[src/hw/tsm_pkg.sv]
// Purpose: shared constants and types for the timer slave mode controller
// Assumes: 40 MHz aclk, AXI4-Lite register access
// Notes: every offset, field position and reset value is named here once
`default_nettype none
package tsm_pkg;
  // register byte offsets
  localparam logic [7:0] OFF_CTRL = 8'h00;
  localparam logic [7:0] OFF_SLAVE = 8'h04;
  localparam logic [7:0] OFF_CHAN = 8'h08;
  localparam logic [7:0] OFF_STAT = 8'h0c;
  localparam logic [7:0] OFF_CNT = 8'h10;
  localparam logic [7:0] OFF_RELOAD = 8'h14;
  localparam logic [7:0] OFF_CMP2 = 8'h18;
  // ctrl register fields
  localparam int CTRL_CEN = 0;
  localparam int CTRL_URS = 2;
  localparam int CTRL_CTRL_PRELOAD_ENABLE = 3;
  localparam int CTRL_CTRL_UPDATE_BY_TRIGGER = 4;
  localparam int CTRL_XOR = 7;
  localparam int CTRL_MMS = 8;
  localparam int CTRL_TIE = 12;
  localparam int CTRL_TDE = 13;
  // slave register fields
  localparam int SLV_SMS = 0;
  localparam int SLV_TS = 4;
  localparam int SLV_ETF = 8;
  localparam int SLV_EXT_TRIG_DIVIDER = 12;
  localparam int SLV_ECE = 14;
  localparam int SLV_ETP = 15;
  // channel register fields
  localparam int CH_C1S = 0;
  localparam int CH_C1F = 4;
  localparam int CH_C1P = 8;
  localparam int CH_C1NP = 9;
  localparam int CH_C2S = 12;
  localparam int CH_C2M = 16;
  localparam int CH_C2P = 20;
  // status register fields
  localparam int ST_TIF = 0;
  localparam int ST_UIF = 1;
  localparam int ST_CC1IF = 2;
  localparam int ST_COMIF = 3;
  localparam logic [31:0] RST_ZERO = 32'h0000_0000;
  localparam logic [15:0] RST_RELOAD = 16'hffff;
  // encodings
  localparam logic [2:0] SMS_RESET = 3'h4;
  localparam logic [2:0] SMS_GATED = 3'h5;
  localparam logic [2:0] SMS_TRIG = 3'h6;
  localparam logic [2:0] TS_ED = 3'h4;
  localparam logic [2:0] TS_TI1 = 3'h5;
  localparam logic [2:0] TS_TI2 = 3'h6;
  localparam logic [2:0] TS_ETR = 3'h7;
  localparam logic [2:0] MMS_OC2 = 3'h5;
  localparam logic [2:0] OCM_PWM2 = 3'h7;
  localparam logic [1:0] DIR_OUT = 2'h0;
  localparam logic [1:0] DIR_OWN = 2'h1;
  localparam logic [1:0] DIR_TRC = 2'h3;
  localparam logic [1:0] AXI_OKAY = 2'h0;
  localparam logic [1:0] AXI_SLVERR = 2'h2;
  localparam int SYNC_STAGES = 2;
  // timer input pins carried together
  typedef struct packed {
    logic ch1;
    logic ch2;
    logic ch3;
    logic external_trigger_pin;
    logic [3:0] internal_trigger_line;
  } tsm_pins_type;
endpackage : tsm_pkg
`default_nettype wire

[src/hw/tsm_cond.sv]
// Purpose: synchroniser plus digital filter for one timer input
// Assumes: input asynchronous to aclk
// Notes: filter code 0 passes the synchronised level straight through
`default_nettype none
module tsm_cond #(
  parameter int STAGES = 2
) (
  input wire logic aclk,
  input wire logic aresetn,
  input wire logic din,
  input wire logic [3:0] filt,
  output logic dout
);
  logic [STAGES-1:0] sync_q;
  logic [3:0] run_q;
  logic filt_q;
  logic s;
  assign s = sync_q[STAGES-1];
  always_ff @(posedge aclk) begin
    if (!aresetn) begin
      sync_q <= '0;
    end else begin
      sync_q <= {sync_q[STAGES-2:0], din};
    end
  end
  // a level must hold filt+1 samples before it is accepted
  always_ff @(posedge aclk) begin
    if (!aresetn) begin
      run_q <= 4'h0;
      filt_q <= 1'b0;
    end else if (s == filt_q) begin
      run_q <= 4'h0;
    end else if (run_q >= filt) begin
      run_q <= 4'h0;
      filt_q <= s;
    end else begin
      run_q <= run_q + 4'h1;
    end
  end
  assign dout = (filt == 4'h0) ? s : filt_q;
endmodule : tsm_cond
`default_nettype wire

[src/hw/tsm_top.sv]
// Purpose: slave mode controller and input combiner of a 16-bit timer
// Assumes: AXI4-Lite slave, one clock, ch and external trigger pins resynchronised here, internal trigger lines used as they come
// Notes: compact time base and compare included to drive the features
`default_nettype none
module tsm_top #(
  parameter int CW = 16
) (
  input wire logic aclk,
  input wire logic aresetn,
  input wire logic [7:0] s_axi_awaddr,
  input wire logic s_axi_awvalid,
  output logic s_axi_awready,
  input wire logic [31:0] s_axi_wdata,
  input wire logic [3:0] s_axi_wstrb,
  input wire logic s_axi_wvalid,
  output logic s_axi_wready,
  output logic [1:0] s_axi_bresp,
  output logic s_axi_bvalid,
  input wire logic s_axi_bready,
  input wire logic [7:0] s_axi_araddr,
  input wire logic s_axi_arvalid,
  output logic s_axi_arready,
  output logic [31:0] s_axi_rdata,
  output logic [1:0] s_axi_rresp,
  output logic s_axi_rvalid,
  input wire logic s_axi_rready,
  input wire tsm_pkg::tsm_pins_type pins,
  output logic trigger_output,
  output logic channel_two_out,
  output logic trigger_irq,
  output logic trigger_dma,
  output logic phase_switch_event
);
  logic [31:0] ctrl_q, slave_q, chan_q;
  logic [3:0] stat_q;
  logic [CW-1:0] cnt_q, reload_q, reload_sh_q, cmp2_q, cmp2_sh_q, cap1_q;
  logic [7:0] awaddr_q, araddr_q;
  logic aw_q, w_q;
  logic [31:0] wdata_q;
  logic [3:0] wstrb_q;
  logic cen_set, cen_clr;
  // --- AXI4-Lite write: address and data taken in either order
  assign s_axi_awready = !aw_q && !s_axi_bvalid;
  assign s_axi_wready = !w_q && !s_axi_bvalid;
  logic wr_go;
  assign wr_go = aw_q && w_q && !s_axi_bvalid;
  always_ff @(posedge aclk) begin
    if (!aresetn) begin
      aw_q <= 1'b0;
      w_q <= 1'b0;
      awaddr_q <= 8'h00;
      wdata_q <= 32'h0;
      wstrb_q <= 4'h0;
      s_axi_bvalid <= 1'b0;
      s_axi_bresp <= tsm_pkg::AXI_OKAY;
    end else begin
      if (s_axi_awvalid && s_axi_awready) begin
        aw_q <= 1'b1;
        awaddr_q <= s_axi_awaddr;
      end
      if (s_axi_wvalid && s_axi_wready) begin
        w_q <= 1'b1;
        wdata_q <= s_axi_wdata;
        wstrb_q <= s_axi_wstrb;
      end
      if (wr_go) begin
        aw_q <= 1'b0;
        w_q <= 1'b0;
        s_axi_bvalid <= 1'b1;
        s_axi_bresp <= (awaddr_q > tsm_pkg::OFF_CMP2) ?
          tsm_pkg::AXI_SLVERR : tsm_pkg::AXI_OKAY;
      end else if (s_axi_bready) begin
        s_axi_bvalid <= 1'b0;
      end
    end
  end
  function automatic logic [31:0] merge(logic [31:0] o, logic [31:0] n,
                                        logic [3:0] st);
    logic [31:0] r;
    r = o;
    for (int i = 0; i < 4; i++) begin
      if (st[i]) begin
        r[i*8 +: 8] = n[i*8 +: 8];
      end
    end
    return r;
  endfunction
  logic [31:0] wnew;
  assign wnew = merge(32'h0, wdata_q, wstrb_q);
  // --- AXI4-Lite read, answer one cycle after address taken
  assign s_axi_arready = !s_axi_rvalid;
  always_ff @(posedge aclk) begin
    if (!aresetn) begin
      s_axi_rvalid <= 1'b0;
      s_axi_rdata <= 32'h0;
      s_axi_rresp <= tsm_pkg::AXI_OKAY;
      araddr_q <= 8'h00;
    end else if (s_axi_arvalid && s_axi_arready) begin
      s_axi_rvalid <= 1'b1;
      araddr_q <= s_axi_araddr;
      s_axi_rresp <= tsm_pkg::AXI_OKAY;
      unique case (s_axi_araddr)
        tsm_pkg::OFF_CTRL: s_axi_rdata <= ctrl_q;
        tsm_pkg::OFF_SLAVE: s_axi_rdata <= slave_q;
        tsm_pkg::OFF_CHAN: s_axi_rdata <= chan_q;
        tsm_pkg::OFF_STAT: s_axi_rdata <= {28'h0, stat_q};
        tsm_pkg::OFF_CNT: s_axi_rdata <= {16'h0, cnt_q};
        tsm_pkg::OFF_RELOAD: s_axi_rdata <= {16'h0, reload_q};
        tsm_pkg::OFF_CMP2: s_axi_rdata <= {cap1_q, cmp2_q};
        default: begin
          s_axi_rdata <= 32'h0;
          s_axi_rresp <= tsm_pkg::AXI_SLVERR;
        end
      endcase
    end else if (s_axi_rready) begin
      s_axi_rvalid <= 1'b0;
    end
  end
  // --- decoded configuration fields
  logic [2:0] slave_mode_select, ts, master_output_select, c2m;
  logic [1:0] c1s, c2s, ext_trig_divider;
  logic [3:0] c1f, ext_trig_filter;
  logic ece, ext_trig_polarity, c1p, c1np, c2p, count_enable_bit;
  assign slave_mode_select = slave_q[tsm_pkg::SLV_SMS +: 3];
  assign ts = slave_q[tsm_pkg::SLV_TS +: 3];
  assign ext_trig_filter = slave_q[tsm_pkg::SLV_ETF +: 4];
  assign ext_trig_divider = slave_q[tsm_pkg::SLV_EXT_TRIG_DIVIDER +: 2];
  assign ece = slave_q[tsm_pkg::SLV_ECE];
  assign ext_trig_polarity = slave_q[tsm_pkg::SLV_ETP];
  assign master_output_select = ctrl_q[tsm_pkg::CTRL_MMS +: 3];
  assign count_enable_bit = ctrl_q[tsm_pkg::CTRL_CEN];
  assign c1s = chan_q[tsm_pkg::CH_C1S +: 2];
  assign c1f = chan_q[tsm_pkg::CH_C1F +: 4];
  assign c1p = chan_q[tsm_pkg::CH_C1P];
  assign c1np = chan_q[tsm_pkg::CH_C1NP];
  assign c2s = chan_q[tsm_pkg::CH_C2S +: 2];
  assign c2m = chan_q[tsm_pkg::CH_C2M +: 3];
  assign c2p = chan_q[tsm_pkg::CH_C2P];
  // --- input conditioning: xor combiner then sync and filter
  logic ti1_raw, ti1f, ti2f, etrf;
  assign ti1_raw = ctrl_q[tsm_pkg::CTRL_XOR] ?
    (pins.ch1 ^ pins.ch2 ^ pins.ch3) : pins.ch1;
  logic [2:0] cin, cout;
  logic [3:0] cf [3];
  assign cin = {pins.external_trigger_pin, pins.ch2, ti1_raw};
  assign cf[0] = c1f;
  assign cf[1] = 4'h0;
  assign cf[2] = ext_trig_filter;
  for (genvar g = 0; g < 3; g++) begin : g_cond
    tsm_cond #(.STAGES(tsm_pkg::SYNC_STAGES)) u_cond (
      .aclk(aclk),
      .aresetn(aresetn),
      .din(cin[g]),
      .filt(cf[g]),
      .dout(cout[g])
    );
  end
  assign ti1f = cout[0];
  assign ti2f = cout[1];
  assign etrf = cout[2];
  // polarity: aux bit alone is left as non-inverted
  logic ti1fp, ti2fp, ext_trig_conditioned;
  assign ti1fp = ti1f ^ (c1p & ~c1np);
  assign ti2fp = ti2f ^ c2p;
  assign ext_trig_conditioned = etrf ^ ext_trig_polarity;
  logic ti1_d1_q, ti1fp_d1_q, ti2fp_d1_q, slave_trigger_in_d1_q, etr_d1_q;
  logic [1:0] etdiv_q;
  always_ff @(posedge aclk) begin
    if (!aresetn) begin
      ti1_d1_q <= 1'b0;
      ti1fp_d1_q <= 1'b0;
      ti2fp_d1_q <= 1'b0;
      etr_d1_q <= 1'b0;
    end else begin
      ti1_d1_q <= ti1f;
      ti1fp_d1_q <= ti1fp;
      ti2fp_d1_q <= ti2fp;
      etr_d1_q <= ext_trig_conditioned;
    end
  end
  logic ti1_ed;
  assign ti1_ed = ti1f ^ ti1_d1_q;
  // --- trigger selection
  logic slave_trigger_in, slave_trigger_in_edge;
  always_comb begin
    slave_trigger_in = 1'b0;
    unique case (ts)
      tsm_pkg::TS_ED: slave_trigger_in = ti1_ed;
      tsm_pkg::TS_TI1: slave_trigger_in = ti1fp;
      tsm_pkg::TS_TI2: slave_trigger_in = ti2fp;
      tsm_pkg::TS_ETR: slave_trigger_in = ext_trig_conditioned;
      default: slave_trigger_in = pins.internal_trigger_line[ts[1:0]];
    endcase
  end
  always_ff @(posedge aclk) begin
    if (!aresetn) begin
      slave_trigger_in_d1_q <= 1'b0;
    end else begin
      slave_trigger_in_d1_q <= slave_trigger_in;
    end
  end
  assign slave_trigger_in_edge = (ts == tsm_pkg::TS_ED) ? slave_trigger_in : (slave_trigger_in & ~slave_trigger_in_d1_q);
  // --- external clock mode 2: prescaled edges of the conditioned pin
  logic etr_rise, etr_tick;
  assign etr_rise = ext_trig_conditioned & ~etr_d1_q;
  always_ff @(posedge aclk) begin
    if (!aresetn) begin
      etdiv_q <= 2'h0;
    end else if (etr_rise) begin
      etdiv_q <= etdiv_q + 2'h1;
    end
  end
  assign etr_tick = etr_rise &&
    ((ext_trig_divider == 2'h0) || ((etdiv_q & ((2'h1 << ext_trig_divider) - 2'h1)) == 2'h0));
  // --- slave mode actions
  logic is_reset, is_gated, is_trig, gate_on, gate_chg, trig_ev;
  assign is_reset = (slave_mode_select == tsm_pkg::SMS_RESET) && slave_trigger_in_edge;
  assign is_gated = (slave_mode_select == tsm_pkg::SMS_GATED);
  assign is_trig = (slave_mode_select == tsm_pkg::SMS_TRIG) && slave_trigger_in_edge;
  assign gate_on = is_gated && count_enable_bit && slave_trigger_in;
  assign gate_chg = is_gated && count_enable_bit && (slave_trigger_in != slave_trigger_in_d1_q);
  assign trig_ev = is_reset || is_trig || gate_chg;
  assign cen_set = is_trig;
  logic tick, run, upd;
  assign run = is_gated ? gate_on : count_enable_bit;
  assign tick = ece ? etr_tick : 1'b1;
  assign upd = is_reset && !ctrl_q[tsm_pkg::CTRL_URS];
  logic ovf;
  assign ovf = run && tick && (cnt_q >= reload_sh_q);
  // --- counter
  always_ff @(posedge aclk) begin
    if (!aresetn) begin
      cnt_q <= '0;
    end else if (is_reset) begin
      cnt_q <= '0;
    end else if (run && tick) begin
      cnt_q <= ovf ? '0 : cnt_q + 1'b1;
    end
  end
  always_ff @(posedge aclk) begin
    if (!aresetn) begin
      reload_sh_q <= tsm_pkg::RST_RELOAD;
      cmp2_sh_q <= '0;
    end else if (upd || ovf) begin
      reload_sh_q <= reload_q;
      cmp2_sh_q <= cmp2_q;
    end
  end
  // --- channel one capture on own input or combined trigger
  logic cap_ev;
  always_comb begin
    cap_ev = 1'b0;
    unique case (c1s)
      tsm_pkg::DIR_OWN: cap_ev = ti1fp & ~ti1fp_d1_q;
      tsm_pkg::DIR_TRC: cap_ev = slave_trigger_in_edge;
      default: cap_ev = 1'b0;
    endcase
  end
  always_ff @(posedge aclk) begin
    if (!aresetn) begin
      cap1_q <= '0;
    end else if (cap_ev) begin
      cap1_q <= cnt_q;
    end
  end
  // --- channel two pwm mode 2 reference and master output
  logic channel_two_compare_ref;
  assign channel_two_compare_ref = (c2s == tsm_pkg::DIR_OUT) &&
    (c2m == tsm_pkg::OCM_PWM2) && (cnt_q >= cmp2_sh_q);
  always_ff @(posedge aclk) begin
    if (!aresetn) begin
      trigger_output <= 1'b0;
      channel_two_out <= 1'b0;
      phase_switch_event <= 1'b0;
    end else begin
      trigger_output <= (master_output_select == tsm_pkg::MMS_OC2) ? channel_two_compare_ref : 1'b0;
      channel_two_out <= channel_two_compare_ref;
      phase_switch_event <= ctrl_q[tsm_pkg::CTRL_CTRL_PRELOAD_ENABLE] &&
        ctrl_q[tsm_pkg::CTRL_CTRL_UPDATE_BY_TRIGGER] && slave_trigger_in_edge;
    end
  end
  // --- registers and sticky flags
  assign cen_clr = 1'b0;
  always_ff @(posedge aclk) begin
    if (!aresetn) begin
      ctrl_q <= tsm_pkg::RST_ZERO;
      slave_q <= tsm_pkg::RST_ZERO;
      chan_q <= tsm_pkg::RST_ZERO;
      reload_q <= tsm_pkg::RST_RELOAD;
      cmp2_q <= '0;
    end else begin
      if (wr_go) begin
        unique case (awaddr_q)
          tsm_pkg::OFF_CTRL: ctrl_q <= merge(ctrl_q, wdata_q, wstrb_q);
          tsm_pkg::OFF_SLAVE: slave_q <= merge(slave_q, wdata_q, wstrb_q);
          tsm_pkg::OFF_CHAN: chan_q <= merge(chan_q, wdata_q, wstrb_q);
          tsm_pkg::OFF_RELOAD: reload_q <= CW'(merge({16'h0, reload_q},
                                 wdata_q, wstrb_q));
          tsm_pkg::OFF_CMP2: cmp2_q <= CW'(merge({16'h0, cmp2_q},
                               wdata_q, wstrb_q));
          default: ;
        endcase
      end
      // hardware start in trigger mode wins over a same-cycle write
      if (cen_set) begin
        ctrl_q[tsm_pkg::CTRL_CEN] <= 1'b1;
      end
    end
  end
  // status: write one to clear, hardware set wins
  logic [3:0] st_set, st_clr;
  assign st_set = {phase_switch_event, cap_ev, upd || ovf, trig_ev};
  assign st_clr = (wr_go && awaddr_q == tsm_pkg::OFF_STAT) ?
    wnew[3:0] : 4'h0;
  always_ff @(posedge aclk) begin
    if (!aresetn) begin
      stat_q <= 4'h0;
    end else begin
      stat_q <= (stat_q & ~st_clr) | st_set;
    end
  end
  assign trigger_irq = stat_q[tsm_pkg::ST_TIF] &
    ctrl_q[tsm_pkg::CTRL_TIE];
  assign trigger_dma = stat_q[tsm_pkg::ST_TIF] &
    ctrl_q[tsm_pkg::CTRL_TDE];
endmodule : tsm_top
`default_nettype wire

[config.mk]
export PLATFORM = sky130hd
export DESIGN_NAME = tsm_top
export DESIGN_NICKNAME = d
export VERILOG_FILES = /design/src/hw/tsm_pkg.sv /design/src/hw/tsm_cond.sv /design/src/hw/tsm_top.sv
export SDC_FILE = /design/constraint.sdc
export NUM_CORES = 1
export LEC_CHECK = 0
export BUFFER_PORTS_ARGS = -buffer_cell sky130_fd_sc_hd__buf_2
export CAP_MARGIN = 20
export CORE_AREA = 2 2 193 195
export DETAILED_ROUTE_END_ITERATION = 6
export DIE_AREA = 0 0 195 197
export GPL_ROUTABILITY_DRIVEN = 0
export PLACE_DENSITY = 0.64
export SLEW_MARGIN = 10
export SYNTH_ARGS = -nofsm -noshare
export SYNTH_HDL_FRONTEND = slang
export SYNTH_HIERARCHICAL = 1
export SYNTH_SLANG_ARGS = --single-unit
[constraint.sdc]
create_clock -name aclk -period 6.6 [get_ports aclk]
set_clock_uncertainty 0.2 [all_clocks]
set_input_delay 0.99 -clock aclk [delete_from_list [all_inputs] [get_ports aclk]]
set_output_delay 0.99 -clock aclk [all_outputs]
set_load 0.005 [all_outputs]
==> results.json <==
{
  "hold_end": "s_axi_rdata[9]$_SDFFE_PN0P_",
  "cts_sinks": 308,
  "peakVddDrop_mv": 0.167,
  "placed_area_um2": 15500,
  "crit_chain": "nor4_1 > mux2_2 > xor2_1 > a221oi_1 > mux2i_1 > mux2_2 > ha_1 > mux2i_1 > nor2b_1 > o21ai_2 > mux2i_1 > nor2b_1",
  "cts.htree.levels": 2,
  "syn_area_um2": 14700,
  "crit_path_top_delay_cell": "o21ai_2",
  "hold_start": "s_axi_rdata[9]$_SDFFE_PN0P_",
  "grt_usage_pct": 21.8,
  "yosysTopAreaCell": "dfxtp_1",
  "ys_seq_area_share_pct": 42.0,
  "diodes": 0,
  "power_density_nw_per_um2": 241,
  "rsz0062_at_grt": "false",
  "cp_max_fo": 17,
  "gr-total-overflow": 0,
  "fin_area_um2": 16600,
  "reg2reg_to": "cap1_q[3]$_SDFFE_PN0P_",
  "antenna_found_initial": 0,
  "rows": 70,
  "synth_common_cells": "308 x dfxtp_1, 302 x nand2_1, 131 x a21boi_0, 89 x mux2i_1, 79 x nor2b_1",
  "multi_input_area_um2": 7860,
  "detail-route-antenna-nets": 0,
  "synth-edff-count": 0,
  "r2r.worst_path.cells": 12,
  "slew_violations": 0,
  "period_minus_slack_ps": 4520,
  "arrival_ps": 4720,
  "finalSetupViolations": 0,
  "start_kind": "register",
  "grt_start_max_net_pins": 177,
  "outcome": "completed",
  "max_slew.worst_pin.slew_ps": 1120,
  "cp_top_family": "multiplexers",
  "ys.flop_type": "dfxtp_1",
  "final_nets": 1840,
  "ys_ff_latch": 308,
  "yosysMostFrequentCell": "dfxtp_1",
  "register_area_um2": 6170,
  "coreArea_um2": 36300,
  "clk_latency_ps": 520,
  "grt_pass1_vias": 11600,
  "port_buffers": 110,
  "numCtsBuffers": 34,
  "synthTopCellsByArea": "dfxtp_1 42%, nand2_1 7.7%, a21boi_0 6.7%",
  "cts_resized": 0,
  "slowest_delay_ps": 900,
  "async_flop_share_pct": 0,
  "clk_path_buf_depth": 3,
  "final-hold-violation-count": 0,
  "yosysTopAreaCellShare_pct": 42.0,
  "via_per_inst": 5.54,
  "hpwl_um": 29500,
  "r2r_start": "slave_q[9]$_SDFFE_PN0P_",
  "pin_count": 113,
  "via_count": 12300,
  "rrSetupSlack_ps": 2080,
  "path_buf_inv": 0,
  "max_slew_margin_pct": 25.5,
  "dieArea_um2": 38400,
  "grt_first_pass_wirelength_um": 66200,
  "drive_above_1_share_pct": 11.8,
  "holdPathStages": 2,
  "period_share_pct": 68.5,
  "avgSynthCellArea_um2": 8.86,
  "path_depth": 12,
  "drv_cap": 0,
  "routedWlPerCell_um": 19.1,
  "finalWirelength_um": 42200,
  "yosysUniqueCellTypes": 74,
  "cts_hold_buf": 0,
  "area_growth_pct": 13.2,
  "critPathRequiredTime_ps": 6800,
  "drt_iter0_drc": 1195,
  "fp.dieW_um": 195,
  "cp_common_cell": "mux2i_1",
  "crit_path_end_kind": "register",
  "max_freq_mhz": 221,
  "start_util_pct": 40.5,
  "drc": 0,
  "fillers": 3564,
  "cts_tree": "yes",
  "clk_pin_slew_worst_paths_ps": 60,
  "synth_cells": 1655,
  "yosysWarnings": 6,
  "clock-root-buffer": "clkbuf_16",
  "dr.pass1.iters": 6,
  "fin_tns_setup_ps": 0,
  "crit_type": "register to register",
  "post_cts_buffers": 0,
  "die_h_um": 197,
  "holdCritPathClass": "register to register",
  "p_leak_nw": 6.57
}
==> cell families after synthesis <==
group	after synthesis	share of synthesized area, %
compound gates	423	21.7
fa+ha+maj	49	4.18
xor+xnor	30	1.79
buf+inv	168	4.74
mux	96	6.76
flops	308	42.0
simple gates	580	18.7
other cells	1	0.0256
==> state kept, by name, summed over array words and instances, names as in the netlist, 12 cells and up <==
name	flops
s_axi_rdata	32
ctrl_q	32
cap1_q	16
cnt_q	16
reload_sh_q	16
chan_q	32
cmp2_sh_q	16
slave_q	32
cmp2_q	16
g_cond.u_cond/run_q	12
wdata_q	32
reload_q	16
==> worst max-delay path by stage <==
stage                                       start                         to
final                     slave_q[9]$_SDFFE_PN0P_     cap1_q[3]$_SDFFE_PN0P_
after global routing      slave_q[9]$_SDFFE_PN0P_  cmp2_sh_q[0]$_SDFFE_PN0P_
after CTS                 slave_q[8]$_SDFFE_PN0P_     cap1_q[3]$_SDFFE_PN0P_
after detailed placement  slave_q[9]$_SDFFE_PN0P_     cap1_q[3]$_SDFFE_PN0P_
after global placement    slave_q[9]$_SDFFE_PN0P_     cap1_q[3]$_SDFFE_PN0P_
after floorplan           slave_q[9]$_SDFFE_PN0P_    cap1_q[10]$_SDFFE_PN0P_
==> power by group <==
group | internal (mW) | switching (mW)
Combinational | 0.0845 | 0.133
Sequential | 1.89 | 0.0391
Clock | 1.10 | 0.757
Total | 3.07 | 0.929
==> worst reg2reg max path, delay by kind of cell (launching register included) <==
| kind | cells | cell delay [ps] |
|---|---|---|
| adders and majority gates | 1 | 180 |
| DFF | 1 | 340 |
| xor gates and xnor gates | 1 | 150 |
| muxes | 5 | 1660 |
| and+or+nand+nor | 3 | 560 |
| AOI/OAI and AO/OA | 2 | 1300 |
==> area by class of cell <==
type                            count  share of cell area [%]
Timing Repair Buffer              124                    4.08
Tap cell                          468                    3.53
Multi-Input combinational cell   1188                    47.3
Clock inverter                     11                   0.896
Clock buffer                       44                    5.53
Sequential cell                   308                    37.1
Inverter                           68                    1.54
==> routing by layer <==
metal	routed length (µm)	vias to the layer above	share of wire, %	GRT usage (%)
met3	2700	72	6.4	2.38
met4	1200	0	2.8	7.41
met2	18700	447	44	34.3
met1	19600	5784	46	31.0
li1	-	5953	-	-
met5	0	-	0	0
==> cell usage in the layout (no fill, tap or decap), types with 10 or more instances in the layout <==
master / Yosys / routed
inv_1: 68 / 68
xor2_1: 22 / 22
dfxtp_1: 308 / 308
clkbuf_16: 0 / 34
and2_1: 24 / 24
a21boi_0: 131 / 131
nand2_1: 302 / 302
nor2_1: 57 / 56
nor2b_1: 79 / 79
o211ai_1: 67 / 67
a211oi_1: 18 / 18
ha_1: 49 / 49
mux2i_1: 89 / 89
conb_1: 1 / 10
buf_2: 13 / 109
a21oi_1: 18 / 18
nand4_1: 14 / 14
a22o_1: 41 / 41
o21ai_0: 56 / 55
buf_4: 3 / 13
o22ai_1: 10 / 10
nand3_1: 37 / 37
a41oi_1: 16 / 16
==> through the flow <==
step,hold WS [ps],setup slack [ps],total power [mW],std cells,util (%)
floorplan,212,2930,2.10,1664,-
global placement,223,2230,2.18,2156,42.9
detailed placement,246,2150,2.19,2156,42.9
CTS,261,2080,4.04,2211,45.8
global route,277,1720,4.13,2211,45.8
finish,258,2080,4.00,2211,45.8
Power figures use the tool's default switching activity.
